<file path="src/rtl/iat_defines.svh">
// Register map, field positions, reset values and widths for the input alarm threshold bank
`ifndef IAT_DEFINES_SVH
`define IAT_DEFINES_SVH

`define IAT_ADDR_W 8
`define IAT_ADDR_HIGH_LIMIT 8'h24
`define IAT_ADDR_LOW_LIMIT 8'h28
`define IAT_ADDR_ALARM_STATUS 8'h20
`define IAT_ADDR_IRQ_STATUS 8'h30
`define IAT_ADDR_IRQ_MASK 8'h34

`define IAT_HYST_MSB 31
`define IAT_HYST_LSB 24
`define IAT_HYST_AMT_MSB 31
`define IAT_HYST_AMT_LSB 30
`define IAT_LIMIT_MSB 15
`define IAT_LIMIT_LSB 0
`define IAT_CMP_MSB 15
`define IAT_CMP_LSB 4

`define IAT_HYST_RESET 8'h00
`define IAT_HIGH_LIMIT_RESET 16'hFFFF
`define IAT_LOW_LIMIT_RESET 16'h0000

`define IAT_ST_OVERALL 0
`define IAT_ST_TRIP_HIGH 4
`define IAT_ST_TRIP_LOW 5
`define IAT_ST_ACT_HIGH 10
`define IAT_ST_ACT_LOW 11

`define IAT_IRQ_HIGH 0
`define IAT_IRQ_LOW 1
`define IAT_IRQ_W 2

`endif

</file>
<file path="src/rtl/iat_pkg.sv">
// Types shared by the input alarm threshold bank
package iat_pkg;
  typedef logic [11:0] iat_code_t;
  typedef logic [31:0] iat_word_t;
endpackage

</file>
<file path="src/rtl/iat_regs.sv">
// Input alarm threshold register bank with comparators and interrupt
// Notes on behaviour
// - Hysteresis field sits in bits 31:24 of high register, resets zero, top two used.
// - Bits 23:16 of the high register are read-only and read zero.
// - High limit bits 15:0 read/write, reset all ones, compare uses 15:4.
// - High register spans byte addresses 24h to 27h, low byte first.
// - Low register spans byte addresses 28h to 2Bh, low byte first.
// - Low limit bits 15:0 read/write, reset zero, compare uses 15:4.
// - Upper sixteen bits of the low register are read-only and read zero.
// - Overall alarm bit is the OR of all tripped alarm flags.
// - Separate read-only active and tripped flags for input high and low.
//
// Design decision made here: the address-and-strobe port.
`timescale 1ns/100ps
`default_nettype none
`include "iat_defines.svh"
module iat_regs #(
  parameter int CODE_W = 12
) (
  input wire logic i_clk,
  input wire logic i_rstn,
  input wire logic [`IAT_ADDR_W-1:0] i_addr,
  input wire logic [31:0] i_wdata,
  input wire logic i_wr,
  input wire logic i_rd,
  output logic [31:0] o_rdata,
  input wire logic i_sample_valid,
  input wire logic [CODE_W-1:0] i_sample,
  output logic o_alarm_high,
  output logic o_alarm_low,
  output logic o_overall_tripped_alarm,
  output logic o_irq
);
  // Word decode: any byte address 24h..27h selects the same register
  function automatic logic addr_hit(input logic [`IAT_ADDR_W-1:0] a,
                                    input logic [`IAT_ADDR_W-1:0] base);
    addr_hit = (a[`IAT_ADDR_W-1:2] == base[`IAT_ADDR_W-1:2]);
  endfunction

  logic [7:0] input_alarm_hysteresis_reg;
  logic [7:0] input_alarm_hysteresis_next;
  logic [15:0] input_alarm_upper_limit_reg;
  logic [15:0] input_alarm_upper_limit_next;
  logic [15:0] input_alarm_lower_limit_reg;
  logic [15:0] input_alarm_lower_limit_next;
  logic tripped_input_high_flag_reg;
  logic tripped_input_high_flag_next;
  logic tripped_input_low_flag_reg;
  logic tripped_input_low_flag_next;
  logic [`IAT_IRQ_W-1:0] irq_status_reg;
  logic [`IAT_IRQ_W-1:0] irq_status_next;
  logic [`IAT_IRQ_W-1:0] irq_mask_reg;
  logic [`IAT_IRQ_W-1:0] irq_mask_next;
  logic [31:0] rdata_reg;
  logic [31:0] rdata_next;
  logic active_high;
  logic active_low;
  logic active_high_d_reg;
  logic active_low_d_reg;
  logic [`IAT_IRQ_W-1:0] rise;
  logic overall;
  iat_pkg::iat_word_t high_word;
  iat_pkg::iat_word_t low_word;
  iat_pkg::iat_word_t status_word;

  iat_window_cmp #(.CODE_W(CODE_W), .UPPER(1'b1)) u_cmp_high (
    .i_clk(i_clk),
    .i_rstn(i_rstn),
    .i_sample_valid(i_sample_valid),
    .i_sample(i_sample),
    .i_limit(input_alarm_upper_limit_reg[`IAT_CMP_MSB:`IAT_CMP_LSB]),
    .i_hyst(input_alarm_hysteresis_reg[`IAT_HYST_AMT_MSB-`IAT_HYST_LSB:
                                       `IAT_HYST_AMT_LSB-`IAT_HYST_LSB]),
    .o_active(active_high)
  );

  iat_window_cmp #(.CODE_W(CODE_W), .UPPER(1'b0)) u_cmp_low (
    .i_clk(i_clk),
    .i_rstn(i_rstn),
    .i_sample_valid(i_sample_valid),
    .i_sample(i_sample),
    .i_limit(input_alarm_lower_limit_reg[`IAT_CMP_MSB:`IAT_CMP_LSB]),
    .i_hyst(input_alarm_hysteresis_reg[`IAT_HYST_AMT_MSB-`IAT_HYST_LSB:
                                       `IAT_HYST_AMT_LSB-`IAT_HYST_LSB]),
    .o_active(active_low)
  );

  assign rise = {active_low & ~active_low_d_reg, active_high & ~active_high_d_reg};

  always_comb begin
    high_word = 32'h0000_0000;
    high_word[`IAT_HYST_MSB:`IAT_HYST_LSB] = input_alarm_hysteresis_reg;
    high_word[`IAT_LIMIT_MSB:`IAT_LIMIT_LSB] = input_alarm_upper_limit_reg;
    low_word = 32'h0000_0000;
    low_word[`IAT_LIMIT_MSB:`IAT_LIMIT_LSB] = input_alarm_lower_limit_reg;
    // overall is OR of tripped flags
    overall = tripped_input_high_flag_reg | tripped_input_low_flag_reg;
    status_word = 32'h0000_0000;
    status_word[`IAT_ST_ACT_HIGH] = active_high;
    status_word[`IAT_ST_ACT_LOW] = active_low;
    status_word[`IAT_ST_TRIP_HIGH] = tripped_input_high_flag_reg;
    status_word[`IAT_ST_TRIP_LOW] = tripped_input_low_flag_reg;
    status_word[`IAT_ST_OVERALL] = overall;
  end

  always_comb begin
    input_alarm_hysteresis_next = input_alarm_hysteresis_reg;
    input_alarm_upper_limit_next = input_alarm_upper_limit_reg;
    input_alarm_lower_limit_next = input_alarm_lower_limit_reg;
    irq_mask_next = irq_mask_reg;
    irq_status_next = irq_status_reg;
    rdata_next = 32'h0000_0000;
    if (i_wr) begin
      if (addr_hit(i_addr, `IAT_ADDR_HIGH_LIMIT)) begin
        input_alarm_hysteresis_next = i_wdata[`IAT_HYST_MSB:`IAT_HYST_LSB];
        // limit stored whole, low nibble kept as written
        input_alarm_upper_limit_next = i_wdata[`IAT_LIMIT_MSB:`IAT_LIMIT_LSB];
      end
      if (addr_hit(i_addr, `IAT_ADDR_LOW_LIMIT)) begin
        input_alarm_lower_limit_next = i_wdata[`IAT_LIMIT_MSB:`IAT_LIMIT_LSB];
      end
      if (addr_hit(i_addr, `IAT_ADDR_IRQ_MASK)) begin
        irq_mask_next = i_wdata[`IAT_IRQ_W-1:0];
      end
      if (addr_hit(i_addr, `IAT_ADDR_IRQ_STATUS)) begin
        irq_status_next = irq_status_reg & ~i_wdata[`IAT_IRQ_W-1:0];
      end
    end
    // Set wins over a same-cycle clear so no trip is lost
    irq_status_next = irq_status_next | rise;
    if (i_rd) begin
      if (addr_hit(i_addr, `IAT_ADDR_HIGH_LIMIT)) begin
        rdata_next = high_word;
      end else if (addr_hit(i_addr, `IAT_ADDR_LOW_LIMIT)) begin
        rdata_next = low_word;
      end else if (addr_hit(i_addr, `IAT_ADDR_ALARM_STATUS)) begin
        rdata_next = status_word;
      end else if (addr_hit(i_addr, `IAT_ADDR_IRQ_STATUS)) begin
        rdata_next = {{(32 - `IAT_IRQ_W){1'b0}}, irq_status_reg};
      end else if (addr_hit(i_addr, `IAT_ADDR_IRQ_MASK)) begin
        rdata_next = {{(32 - `IAT_IRQ_W){1'b0}}, irq_mask_reg};
      end
    end
  end

  always_comb begin
    // tripped flags follow the live condition
    tripped_input_high_flag_next = active_high;
    tripped_input_low_flag_next = active_low;
  end

  always_ff @(posedge i_clk) begin
    if (!i_rstn) begin
      input_alarm_hysteresis_reg <= `IAT_HYST_RESET;
      input_alarm_upper_limit_reg <= `IAT_HIGH_LIMIT_RESET;
      input_alarm_lower_limit_reg <= `IAT_LOW_LIMIT_RESET;
      irq_status_reg <= 2'h0;
      irq_mask_reg <= 2'h0;
      rdata_reg <= 32'h0000_0000;
      tripped_input_high_flag_reg <= 1'b0;
      tripped_input_low_flag_reg <= 1'b0;
      active_high_d_reg <= 1'b0;
      active_low_d_reg <= 1'b0;
    end else begin
      input_alarm_hysteresis_reg <= input_alarm_hysteresis_next;
      input_alarm_upper_limit_reg <= input_alarm_upper_limit_next;
      input_alarm_lower_limit_reg <= input_alarm_lower_limit_next;
      irq_status_reg <= irq_status_next;
      irq_mask_reg <= irq_mask_next;
      rdata_reg <= rdata_next;
      tripped_input_high_flag_reg <= tripped_input_high_flag_next;
      tripped_input_low_flag_reg <= tripped_input_low_flag_next;
      active_high_d_reg <= active_high;
      active_low_d_reg <= active_low;
    end
  end

  assign o_rdata = rdata_reg;
  assign o_alarm_high = active_high;
  assign o_alarm_low = active_low;
  assign o_overall_tripped_alarm = tripped_input_high_flag_reg | tripped_input_low_flag_reg;
  // Level output while any unmasked sticky bit stands
  assign o_irq = |(irq_status_reg & irq_mask_reg);

  // Elaboration check: limit slices feed exactly twelve code bits
  if (CODE_W != 12) begin : g_code_w_check
    $error("iat_regs: comparison field is 12 bits wide");
  end
endmodule
`default_nettype wire

</file>
<file path="src/rtl/iat_window_cmp.sv">
// One-sided alarm comparator with hysteresis release
`timescale 1ns/100ps
`default_nettype none
module iat_window_cmp #(
  parameter int CODE_W = 12,
  parameter bit UPPER = 1'b1
) (
  input wire logic i_clk,
  input wire logic i_rstn,
  input wire logic i_sample_valid,
  input wire logic [CODE_W-1:0] i_sample,
  input wire logic [CODE_W-1:0] i_limit,
  input wire logic [1:0] i_hyst,
  output logic o_active
);
  logic active_reg;
  logic active_next;
  logic [CODE_W:0] release_lvl;

  always_comb begin
    // Released level is one bit wider so the low-side sum never wraps; the high-side difference wraps when i_limit is below i_hyst
    if (UPPER) begin
      release_lvl = {1'b0, i_limit} - {{(CODE_W - 1){1'b0}}, i_hyst};
    end else begin
      release_lvl = {1'b0, i_limit} + {{(CODE_W - 1){1'b0}}, i_hyst};
    end
    active_next = active_reg;
    if (i_sample_valid) begin
      if (UPPER) begin
        if (i_sample > i_limit) begin
          active_next = 1'b1;
        end else if ({1'b0, i_sample} <= release_lvl ||
                     i_limit < {{(CODE_W - 2){1'b0}}, i_hyst}) begin
          active_next = 1'b0;
        end
      end else begin
        if (i_sample < i_limit) begin
          active_next = 1'b1;
        end else if ({1'b0, i_sample} >= release_lvl) begin
          active_next = 1'b0;
        end
      end
    end
  end

  always_ff @(posedge i_clk) begin
    if (!i_rstn) begin
      active_reg <= 1'b0;
    end else begin
      active_reg <= active_next;
    end
  end

  assign o_active = active_reg;

  // Elaboration check: hysteresis padding needs at least three code bits
  if (CODE_W < 3) begin : g_code_w_check
    $error("iat_window_cmp: CODE_W too small");
  end
endmodule
`default_nettype wire

</file>
<file path="config.mk">
export PLATFORM = sky130hd
export DESIGN_NAME = iat_regs
export DESIGN_NICKNAME = d
export VERILOG_FILES = /design/src/rtl/iat_pkg.sv /design/src/rtl/iat_regs.sv /design/src/rtl/iat_window_cmp.sv
export VERILOG_INCLUDE_DIRS = /design/src /design/src/rtl
export SDC_FILE = /design/constraint.sdc
export NUM_CORES = 1
export LEC_CHECK = 0
export BUFFER_PORTS_ARGS = -buffer_cell sky130_fd_sc_hd__buf_4
export CORE_UTILIZATION = 48
export DETAILED_ROUTE_END_ITERATION = 12
export PLACE_DENSITY_LB_ADDON = 0.25
export SLEW_MARGIN = 20
export SYNTH_ARGS = -nofsm -noshare
export SYNTH_HDL_FRONTEND = slang
export SYNTH_SLANG_ARGS = --single-unit
</file>
<file path="constraint.sdc">
create_clock -name i_clk -period 7.62 [get_ports i_clk]
set_clock_uncertainty 0.15 [all_clocks]
set_input_delay 0.381 -clock i_clk [delete_from_list [all_inputs] [get_ports i_clk]]
set_output_delay 0.381 -clock i_clk [all_outputs]
set_load 0.05 [all_outputs]
</file>
Yosys cells after proc, flatten, opt, wreduce, memory -nomap -nowiden
Index checks and enable logic that the tools add are counted.
Widths: inputs -> output; s select.
- logic and storage cells: 56
- input port bits: 57
- register bits: 80
- multiplexer cells: 11
- reductions and logical operators: 11
- add/subtract/negate cells: 2
- bitwise gates (word level): 11
- equal/unequal tests: 5
- order comparisons: 5
- operator list (operator ; number):
    $mux 32 ; 1
    $eq 6x4->1 const B ; 5
    $mux 16 ; 1
    $add 12x2->13 ; 1
    $ge 12x13->1 ; 1
    $le 12x13->1 ; 1
    $sub 12x2->13 ; 1
    $gt 12x12->1 ; 1
    $lt 12x12->1 ; 1
    $lt 12x2->1 ; 1
    $mux 12 ; 1
    $reduce_and 2->1 ; 6
    $mux 2 ; 4
    $reduce_or 6->1 ; 1
    $and 2x2->2 ; 2
    $mux 1 ; 4
    $not 1->1 ; 4
    $reduce_bool 2->1 ; 2
    $and 1x1->1 ; 2
    $not 2->2 ; 1
    $or 2x2->2 ; 1
    $reduce_or 2->1 ; 1
    $logic_or 1x1->1 ; 1
    $or 1x1->1 ; 1

Depth between registers and ports, before layout
Gate-level depths: netlist of run 1.
- word-level depth: 6
- depth in mapped cells: 13

By module
A second synthesis of run 1 with hierarchy kept.
- cell total of the unflattened synthesis: 508
- area total of the unflattened synthesis: 4346.7 sq um
- by module, submodules not included (module ; instances ; cells each ; area an instance (sq um)):
    iat_regs ; 1 ; 301 ; 2657.5
    iat_window_cmp at u_cmp_high ; 1 ; 107 ; 863.3
    iat_window_cmp at u_cmp_low ; 1 ; 100 ; 825.8

Worst setup path after synthesis of run 1
No wires, ideal clock.
- kind: reg2reg
- start: register input_alarm_upper_limit_reg[4]
- end: register u_cmp_high.active_reg, in the netlist u_cmp_high.o_active
- cell stages (with the launch flop): 14
- slack: 4608 ps
- required time: 7387 ps
- path buffers: 0
- arrival: 2780 ps
- library setup time: 83 ps
- cells stage by stage: dfxtp_1 > inv_1 > ha_1 > fa_1 > or3b_2 > nand3b_1 > nor4_1 > xnor2_1 > ha_1 > nand3_1 > o221ai_1 > a21oi_1 > a2111o_1 > o221ai_1
- longest elaborated chain between the ends: 5
- RTL lines (element ; line ; source):
    start: declaration ; iat_regs.sv:42 ; logic [15:0] input_alarm_upper_limit_reg;
    start signal: assignment ; iat_regs.sv:155 ; input_alarm_upper_limit_reg <= `IAT_HIGH_LIMIT_RESET;
    start signal: assignment ; iat_regs.sv:166 ; input_alarm_upper_limit_reg <= input_alarm_upper_limit_next;
    $sub 12x2->13 ; iat_window_cmp.sv:23 ; release_lvl = {1'b0, i_limit} - {{(CODE_W - 1){1'b0}}, i_hyst};
    $le 12x13->1 ; iat_window_cmp.sv:32 ; end else if ({1'b0, i_sample} <= release_lvl ||
    $logic_or 1x1->1 ; iat_window_cmp.sv:32 ;
    $reduce_bool 2->1 (no line) ; - ;
    $reduce_and 2->1 (no line) ; - ;
    end signal: assignment ; iat_window_cmp.sv:50 ; active_reg <= active_next;
    end: declaration ; iat_window_cmp.sv:16 ; logic active_reg;
Several ways; a longest one is shown, not always the timed one.
A chain may end at the register's enable or synchronous reset.

Worst setup path in the final report of run 1
- start: register input_alarm_hysteresis_reg[6]
- end: register u_cmp_high.active_reg, in the netlist u_cmp_high.o_active
- longest elaborated chain between the ends: 5
- RTL lines (element ; line ; source):
    start: declaration ; iat_regs.sv:40 ; logic [7:0] input_alarm_hysteresis_reg;
    start signal: assignment ; iat_regs.sv:154 ; input_alarm_hysteresis_reg <= `IAT_HYST_RESET;
    start signal: assignment ; iat_regs.sv:165 ; input_alarm_hysteresis_reg <= input_alarm_hysteresis_next;
    $sub 12x2->13 ; iat_window_cmp.sv:23 ;
    $le 12x13->1 ; iat_window_cmp.sv:32 ;
    $logic_or 1x1->1 * ; iat_window_cmp.sv:32 ;
    $reduce_bool 2->1 (no line) * ; - ;
    $reduce_and 2->1 (no line) * ; - ;
Mark *: on every way between the ends. The rest lies on a longest branch, timed or not.

==> summary.md, run 1 <==
| Metric | Value |
|---|---|
| Hold path depth | 3 |
| Clk slew on worst S/H paths | 0.07 ns |
| Slew HR | 34.4% |
| Mux contribution to synthesized area | 5.24% |
| Crit share post-route | 45.3% |
| Root buffer cell | clkbuf_8 |
| Power Density | 150 nW/um^2 |
| Post-Synth Simple-Gate Area | 19.3% |
| Clk buf depth | 2 |
| Async SR Flop Fraction | 0% |
| Hold Fails Final Rpt | 0 |
| Worst slew pin tran | 0.976 ns |
| Fin Hold WS | 0.102 ns |
| Worst skew pair latency | 0.35 ns |
| Slowest-stage cell, CP | or3b_2 |
| Drt total wl | 10100 um |
| Post-synth top area cell | dfxtp_1 |
| Synth Cell Area | 4300 sq um |
| Vias in the first global route | 3662 |
| CP cell instances | ha_1 -> fa_1 -> or3b_2 -> nand3b_1 -> nor4_1 -> xnor2_1 -> ha_1 -> nand3_1 -> nor3_1 -> o31ai_1 -> a2111o_1 -> o221ai_1 |
| Wire per inst | 15.5 um |
| Mapped Avg Cell Area | 9.07 sq um |
| Setup crit start kind | flop |
| Highest ir drop seen on vdd | 0.113 mV |
| Lkg Pwr | 2.32 nW |
| XOR/XNOR share of the synthesized area | 4.08% |
| MaxCap Viol Count | 0 |
| Max-slew violations | 0 |
| Crit path capture | u_cmp_high.o_active$_SDFFE_PN0P_ |
| Max reg flops | 24 |
| Hold WC Path Type | input pin to flop |
| Cell variety after synth | 55 |
| Initial Utilization | 49.5% |
| CTS tree | done |
| CTS buffer count | 9 |
| Reg2reg start | input_alarm_hysteresis_reg[6]$_SDFFE_PN0P_ |
| Worst EP required | 7.73 ns |
| Final net count | 651 |
| Register area | 1440 sq um |
| All-Layer GR Usage | 23.3% |
| First-pass GRT wire length | 17500 um |
| Cts repair resizes | 0 |
| FMAX | 289 MHz |
| Post-CTS Setup Repair Bufs | 0 |
| Post-Layout Cell Count | 653 |
| Clk sinks | 72 |
| Compound-gate portion of the synthesized area | 14.6% |
| Setup crit start | input_alarm_hysteresis_reg[6]$_SDFFE_PN0P_ |
| # hold bufs at CTS | 0 |
| Die ar. | 9340 sq um |
| CP max FO | 4 |
| Yosys warns | 0 |
| Synthesized netlist cell count | 474 |
| Total grt overflow | 0 |
| DR vias/cell | 5.48 |
| Area delta synth->final | 16.9% |
| Multi-input logic area | 2570 sq um |
| Detailed Routing Iterations Pass 1 | 4 |
| Worst Setup End Kind | flop |
| Initial DRC Count | 95 |
| ANT nets after route | 0 |
| Flop2flop setup slack | 4.16 ns |
| Register area share after synthesis | 33.5% |
| Routability cong. | 0.839 |
| Share of cells above drive strength 1 | 18.9% |
| Crit path kind | flop to flop |
| Final setup fails | 0 |
| Cells after DPL | 638 |
| Die Wd | 96.6 um |
| Ports | 93 |
| RSZ-0062 raised after global routing | no |
| Largest family of logic cells by synthesized area | simple AND/OR/NAND/NOR gates |
| CP peak stage delay | 0.49 ns |
| H-tree depth | 3 |
| Synthesized flop and latch total | 72 |
| Post-route cell area | 5020 sq um |
| Hpwl dp | 7710 um |
| DRC viols | 0 |
| Share of the synthesized area in the top cell type | 33.5% |
| # rows | 34 |
| Antenna diodes | 0 |
| Worst r2r path cells | 12 |
| Most used cell, CP | ha_1 |
| Placeable Area | 8680 sq um |
| Via Count | 3576 |
| Worst r2r dst | u_cmp_high.o_active$_SDFFE_PN0P_ |
| Fillers | 807 |
| Period minus WS final | 3.46 ns |
| Setup tns final | 0 ns |
| Ranking of synthesized cells by area | dfxtp_1 34%, ha_1 15%, nand2_1 4.8% |
| IO Port Bufs | 74 |
| Status | complete, no violations |
| Antenna violations before repair | 0 |
| Post-synth EDFFs | 0 |
| Die Ht | 96.6 um |
| Placed instance area | 4830 sq um |
| Largest net degree at the start of global routing | 51 |
| Worst EP arrival | 3.57 ns |
| Ys flop type | dfxtp_1 |
| Adder-cell share of the synthesized area | 15.8% |
-- layout make-up --
cell class,instances,share of cell area (%)
multi-input combinational,348,51.2
timing repair buffer,74,11.1
clock inverter,6,1.22
inverter,36,2.69
tap,108,2.69
clock buffer,9,2.47
sequential,72,28.7
-- worst min path at each step --
| stage | slack, ns | to | from |
|---|---|---|---|
| after floorplan | 0.28 | o_rdata[24]$_SDFF_PN0_ | input_alarm_hysteresis_reg[0]$_SDFFE_PN0P_ |
| after global placement | 0.28 | o_rdata[27]$_SDFF_PN0_ | input_alarm_hysteresis_reg[3]$_SDFFE_PN0P_ |
| after detailed placement | 0.29 | o_rdata[25]$_SDFF_PN0_ | input_alarm_hysteresis_reg[1]$_SDFFE_PN0P_ |
| after CTS | 0.09 | input_alarm_upper_limit_reg[2]$_SDFFE_PN1P_ | i_wdata[2] |
| after global routing | 0.12 | input_alarm_hysteresis_reg[5]$_SDFFE_PN0P_ | i_wdata[29] |
| final | 0.10 | input_alarm_upper_limit_reg[2]$_SDFFE_PN1P_ | i_wdata[2] |
-- kinds of logic (layout without fill, tap and decap cells) --
group	Yosys count	in the layout
muxes	22	22
xor gates and xnor gates	20	20
AOI/OAI and AO/OA	86	86
DFF	72	72
and+or+nand+nor	159	159
other	1	8
adders and majority gates	53	53
buffers and inverters	61	125
-- metrics by stage --
step,total power [W],util [%],worst slack (ns)
floorplan,0.000440,-,4.61
detailed placement,0.000473,55.7,4.22
global route,0.000787,57.9,3.84
global placement,0.000470,55.7,4.30
finish,0.000755,57.9,4.16
CTS,0.000766,57.8,4.18
-- power by group --
part	internal [W]	switching [W]	total (W)
Sequential	0.000379	0.00000269	0.000381
Combinational	0.0000354	0.0000478	0.0000832
Clock	0.000148	0.000143	0.000291
Total	0.000562	0.000193	0.000755
-- cells in the mapped netlist (2+ instances only) --
master	n
xnor2_1	20
a211oi_1	2
o21ai_0	4
a21o_1	9
nand3_1	18
nor3_1	6
nand4_1	9
nor4_1	4
mux2_2	4
clkbuf_1	8
fa_1	2
o211ai_1	14
buf_4	9
dfxtp_1	72
and2_1	8
buf_6	3
nand2_2	2
a21boi_0	6
a21oi_1	19
a21boi_2	2
buf_2	3
nor2_1	17
o221ai_1	2
a211o_1	2
ha_1	51
a22o_1	11
nand2_1	55
inv_1	36
nor2b_1	24
a22oi_1	4
nand2b_1	5
a31oi_1	2
mux2i_1	18
a2111oi_0	2
-- layout by cell type (no fill, tap or decap), types with 2 or more instances in the layout --
cell type	instances
inv_1	36
nor4_1	4
a211o_1	2
nand2b_1	5
fa_1	2
nand3_1	17
nand2_1	55
ha_1	51
mux2_2	4
nor2b_1	24
and2_1	8
a22oi_1	4
conb_1	8
dfxtp_1	72
buf_4	74
mux2i_1	18
o21ai_0	4
nor3_1	6
a21o_1	9
a21boi_0	6
o221ai_1	2
nand4_1	9
nand2_2	2
a21boi_2	2
a21oi_1	19
a2111oi_0	2
clkinv_2	3
a22o_1	11
a31oi_1	2
a211oi_1	2
nor2_1	17
o211ai_1	14
xnor2_1	20
clkbuf_8	9
-- layer usage --
layer / GRT usage [%] / routed length, um
met2: 40.8 / 4970
met5: 0 / 0
met4: 9.41 / 253
met3: 4.48 / 467
met1: 27.8 / 4450
-- critical path: cells and delay by family, from the launching register on --
family / cells / cell delay [ns]
AOI/OAI and AO/OA: 3 / 0.57
and+or+nand+nor: 5 / 1.36
adders and majority gates: 3 / 0.73
DFF: 1 / 0.44
xor gates and xnor gates: 1 / 0.11
Power figures use the tool's default switching activity.
==> run 2, diff against run 1 <==
--- a/config.mk
+++ b/config.mk
@@ -6,6 +6,7 @@
 export SDC_FILE = /design/constraint.sdc
 export NUM_CORES = 1
 export LEC_CHECK = 0
+export ABC_AREA = 1
 export BUFFER_PORTS_ARGS = -buffer_cell sky130_fd_sc_hd__buf_4
 export CORE_UTILIZATION = 48
 export DETAILED_ROUTE_END_ITERATION = 12
==> constraint.sdc (replaced) <==
create_clock -name i_clk -period 3.09 [get_ports i_clk]
set_clock_uncertainty 0.15 [all_clocks]
set_input_delay 0.1545 -clock i_clk [delete_from_list [all_inputs] [get_ports i_clk]]
set_output_delay 0.1545 -clock i_clk [all_outputs]
set_load 0.05 [all_outputs]
==> run 2 against run 1 <==
Worst hold slack got worse by 0.043 ns. Critical endpoint is now u_cmp_low.o_active$_SDFFE_PN0P_. Synthesized cell count rose by 15%. Worst setup slack worse by 3.9 ns. Total power increased to 2.5 times the previous value. Flip-flop and latch count did not move.
==> summary.md, run 2 <==
| Metric | Value |
|---|---|
| Status | complete, no violations |
| Antenna diodes | 0 (unchanged) |
| H-tree depth | 3 (unchanged) |
| Largest net degree at the start of global routing | 46 (-9.8%) |
| Commonest non-fill, non-tap cell in the layout | nand2_1 |
| Worst EP required | 3.19 ns (-4.54 ns) |
| Period minus WS final | 2.85 ns (-0.610 ns) |
| Crit share post-route | 92.1% (+47 points) |
| Placeable Area | 8380 sq um (-3.4%) |
| Yosys warns | 0 (unchanged) |
| Slew HR | 51.6% (+17 points) |
| CP max FO | 2 (-2) |
| MaxCap Viol Count | 0 (unchanged) |
| # rows | 33 (-2.9%) |
| CTS tree | done |
| Die Wd | 95.8 um (-0.86%) |
| Routability cong. | 0.898 (+7.0%) |
| First-pass GRT wire length | 17600 um (+0.71%) |
| Post-route cell area | 5300 sq um (+5.5%) |
| Lkg Pwr | 2.49 nW (+7.3%) |
| Share of cells above drive strength 1 | 17.5% (-1.4 points) |
| Slowest-stage cell, CP | dfxtp_1 |
| CP peak stage delay | 0.35 ns (-0.14 ns) |
| Worst Setup End Kind | flop |
| Post-synth EDFFs | 0 (unchanged) |
| Total grt overflow | 0 (unchanged) |
| Worst skew pair latency | 0.36 ns (about the same) |
| Power Density | 363 nW/um^2 (+140%) |
| IO Port Bufs | 74 (unchanged) |
| Antenna violations before repair | 0 (unchanged) |
| Mapped Avg Cell Area | 7.73 sq um (-15%) |
| All-Layer GR Usage | 25.0% (+1.7 points) |
| Most used cell, CP | nand2_1 |
| Most frequent cells in the layout | 106 x nand2_1, 79 x buf_4, 71 x dfxtp_1, 70 x inv_1, 51 x ha_1 |
| Share of the synthesized area in the top cell type | 34.1% (+0.60 points) |
| Clk slew on worst S/H paths | 0.09 ns (+0.02 ns) |
| Final setup fails | 0 (unchanged) |
| DRC viols | 0 (unchanged) |
| CP cell instances | ha_1 -> fa_1 -> nand2_1 -> nor2_2 -> nand3_2 -> nor2_2 -> nand2_1 -> xor2_1 -> ha_1 -> nand2_1 -> nor2_1 -> nand2_1 -> nor2_1 -> nor2_1 -> nand2_1 -> nand2_1 -> nand2_1 -> nand2_1 -> nand2_1 -> nand2_1 |
| Final net count | 757 (+16%) |
| Detailed Routing Iterations Pass 1 | 5 (+1) |
| Fin Hold WS | 0.0586 ns (-0.0435 ns) |
| Via Count | 3976 (+11%) |
| CTS buffer count | 9 (unchanged) |
| Ports | 93 (unchanged) |
| Max-slew violations | 0 (unchanged) |
| Initial DRC Count | 169 (+78%) |
| Synthesized netlist cell count | 546 (+15%) |
| Clk buf depth | 2 (unchanged) |
| DR vias/cell | 5.25 (-4.1%) |
| Placed instance area | 4820 sq um (-0.26%) |
| Most frequent cell after synthesis | nand2_1 |
| Top Family by Delay on Critical Path | simple AND/OR/NAND/NOR gates |
| Clk sinks | 72 (unchanged) |
| Ranking of synthesized cells by area | dfxtp_1 34%, ha_1 15%, nand2_1 9.4% |
| Drt total wl | 11000 um (+8.2%) |
| Wire per inst | 14.5 um (-6.7%) |
| Top post-synthesis cells by count | 106 x nand2_1, 72 x dfxtp_1, 70 x inv_1 |
| Ys flop type | dfxtp_1 |
| Worst slew pin tran | 0.724 ns (-0.252 ns) |
| Async SR Flop Fraction | 0% (unchanged) |
| Area delta synth->final | 25.5% |
| Setup crit start kind | flop |
| Highest ir drop seen on vdd | 0.205 mV (+82%) |
| Die ar. | 9180 sq um (-1.7%) |
| Final Power | 0.00192 W (+150%) |
| Synthesized flop and latch total | 72 (unchanged) |
| Initial Utilization | 50.4% (+0.86 points) |
| Register area share after synthesis | 34.1% (+0.60 points) |
| Worst EP arrival | 2.95 ns (-0.62 ns) |
| Post-synth top area cell | dfxtp_1 |
| Cell variety after synth | 40 (-27%) |
| Max reg flops | 24 (unchanged) |
| Buffers & Inverters on Critical Path | 0 (unchanged) |
| ANT nets after route | 0 (unchanged) |
| Hpwl dp | 8040 um (+4.2%) |
| FMAX | 351 MHz (+21%) |
| Vias in the first global route | 3811 (+4.1%) |
| Root buffer cell | clkbuf_8 |
| Die Ht | 95.8 um (-0.86%) |
| Hold WC Path Type | input pin to flop |
| Synth Cell Area | 4220 sq um (-1.7%) |
| Hold Fails Final Rpt | 0 (unchanged) |
| Crit path kind | flop to flop |
-- run 2: cell types whose count changed after synthesis, sizes merged, moves of 24 or more --
cell	change
nor2	+31
a21oi	+28
nand2	+49
o21ai	+29
nor2b	-24
inv	+37
-- run 2: per-stage QoR --
| stage | setup TNS (ns) | setup WS [ns] | cells | utilization (%) |
|---|---|---|---|---|
| floorplan | 0 | 0.507 | 553 | - |
| global placement | 0 | 0.225 | 714 | 57.5 |
| detailed placement | 0 | 0.145 | 714 | 57.5 |
| CTS | 0 | 0.110 | 757 | 62.9 |
| global route | -0.0425 | -0.0425 | 757 | 63.2 |
| finish | 0 | 0.245 | 757 | 63.2 |
-- run 2: area by class of cell --
| type | count | area (sq um) |
|---|---|---|
| Multi-Input combinational cell | 385 | 2400 |
| Inverter | 73 | 277 |
| Timing Repair Buffer | 106 | 863 |
| Tap cell | 105 | 131 |
| Clock buffer | 9 | 124 |
| Clock inverter | 7 | 61.3 |
| Fill cell | 726 | 3080 |
| Sequential cell | 72 | 1440 |
-- run 2: repair_timing --
action | in CTS | in global routing
endpoints found under the hold margin | 45 | 0
setup buffers | 0 | 0
hold buffers | 27 | 0
setup endpoints to repair | 0 | 2
gates resized for setup | 0 | 7
-- run 2: where the power goes --
group	internal [W]	total (W)	switching, W
combinational	0.000107	0.000248	0.000141
sequential	0.000934	0.000939	0.00000526
clock	0.000307	0.000735	0.000428
total	0.00135	0.00192	0.000574
-- run 2: kinds of logic after synthesis --
logic type / count (synthesis) / share of synthesized area (%)
AOI/OAI and AO/OA: 115 / 16.0
xor gates and xnor gates: 19 / 3.94
adders and majority gates: 53 / 16.1
buffers and inverters: 96 / 10.2
DFF: 72 / 34.1
other: 1 / 0.0888
and+or+nand+nor: 190 / 19.6
-- run 2: worst min-delay path, stage by stage --
cell,delay [ns]
buf_4,0.09
nor3_1,0.08
nand3_1,0.08
nand3_1,0.06
o21ai_0,0.07
-- run 2: final timing paths --
path	start	to	slack, ns	depth (start not counted)
worst max register to register	input_alarm_hysteresis_reg[6]$_SDFFE_PN0P_	u_cmp_low.o_active$_SDFFE_PN0P_	0.24	20
worst max-delay path	input_alarm_hysteresis_reg[6]$_SDFFE_PN0P_	u_cmp_low.o_active$_SDFFE_PN0P_	0.24	20
worst min register to register	input_alarm_hysteresis_reg[5]$_SDFFE_PN0P_	o_rdata[29]$_SDFF_PN0_	0.29	2
worst min-delay path	i_addr[3]	irq_status_reg[0]$_SDFF_PN0_	0.06	5
-- run 2: per-layer routing --
| metal | wire length, um | up-vias | part of all wire (%) | GRT usage [%] |
|---|---|---|---|---|
| met1 | 4840 | 1823 | 44 | 31.8 |
| met2 | 5280 | 127 | 48 | 43.0 |
| met4 | 218 | 0 | 2.0 | 8.71 |
| met3 | 633 | 26 | 5.8 | 3.71 |
| li1 | - | 2000 | - | - |
| met5 | 0 | - | 0 | 0 |
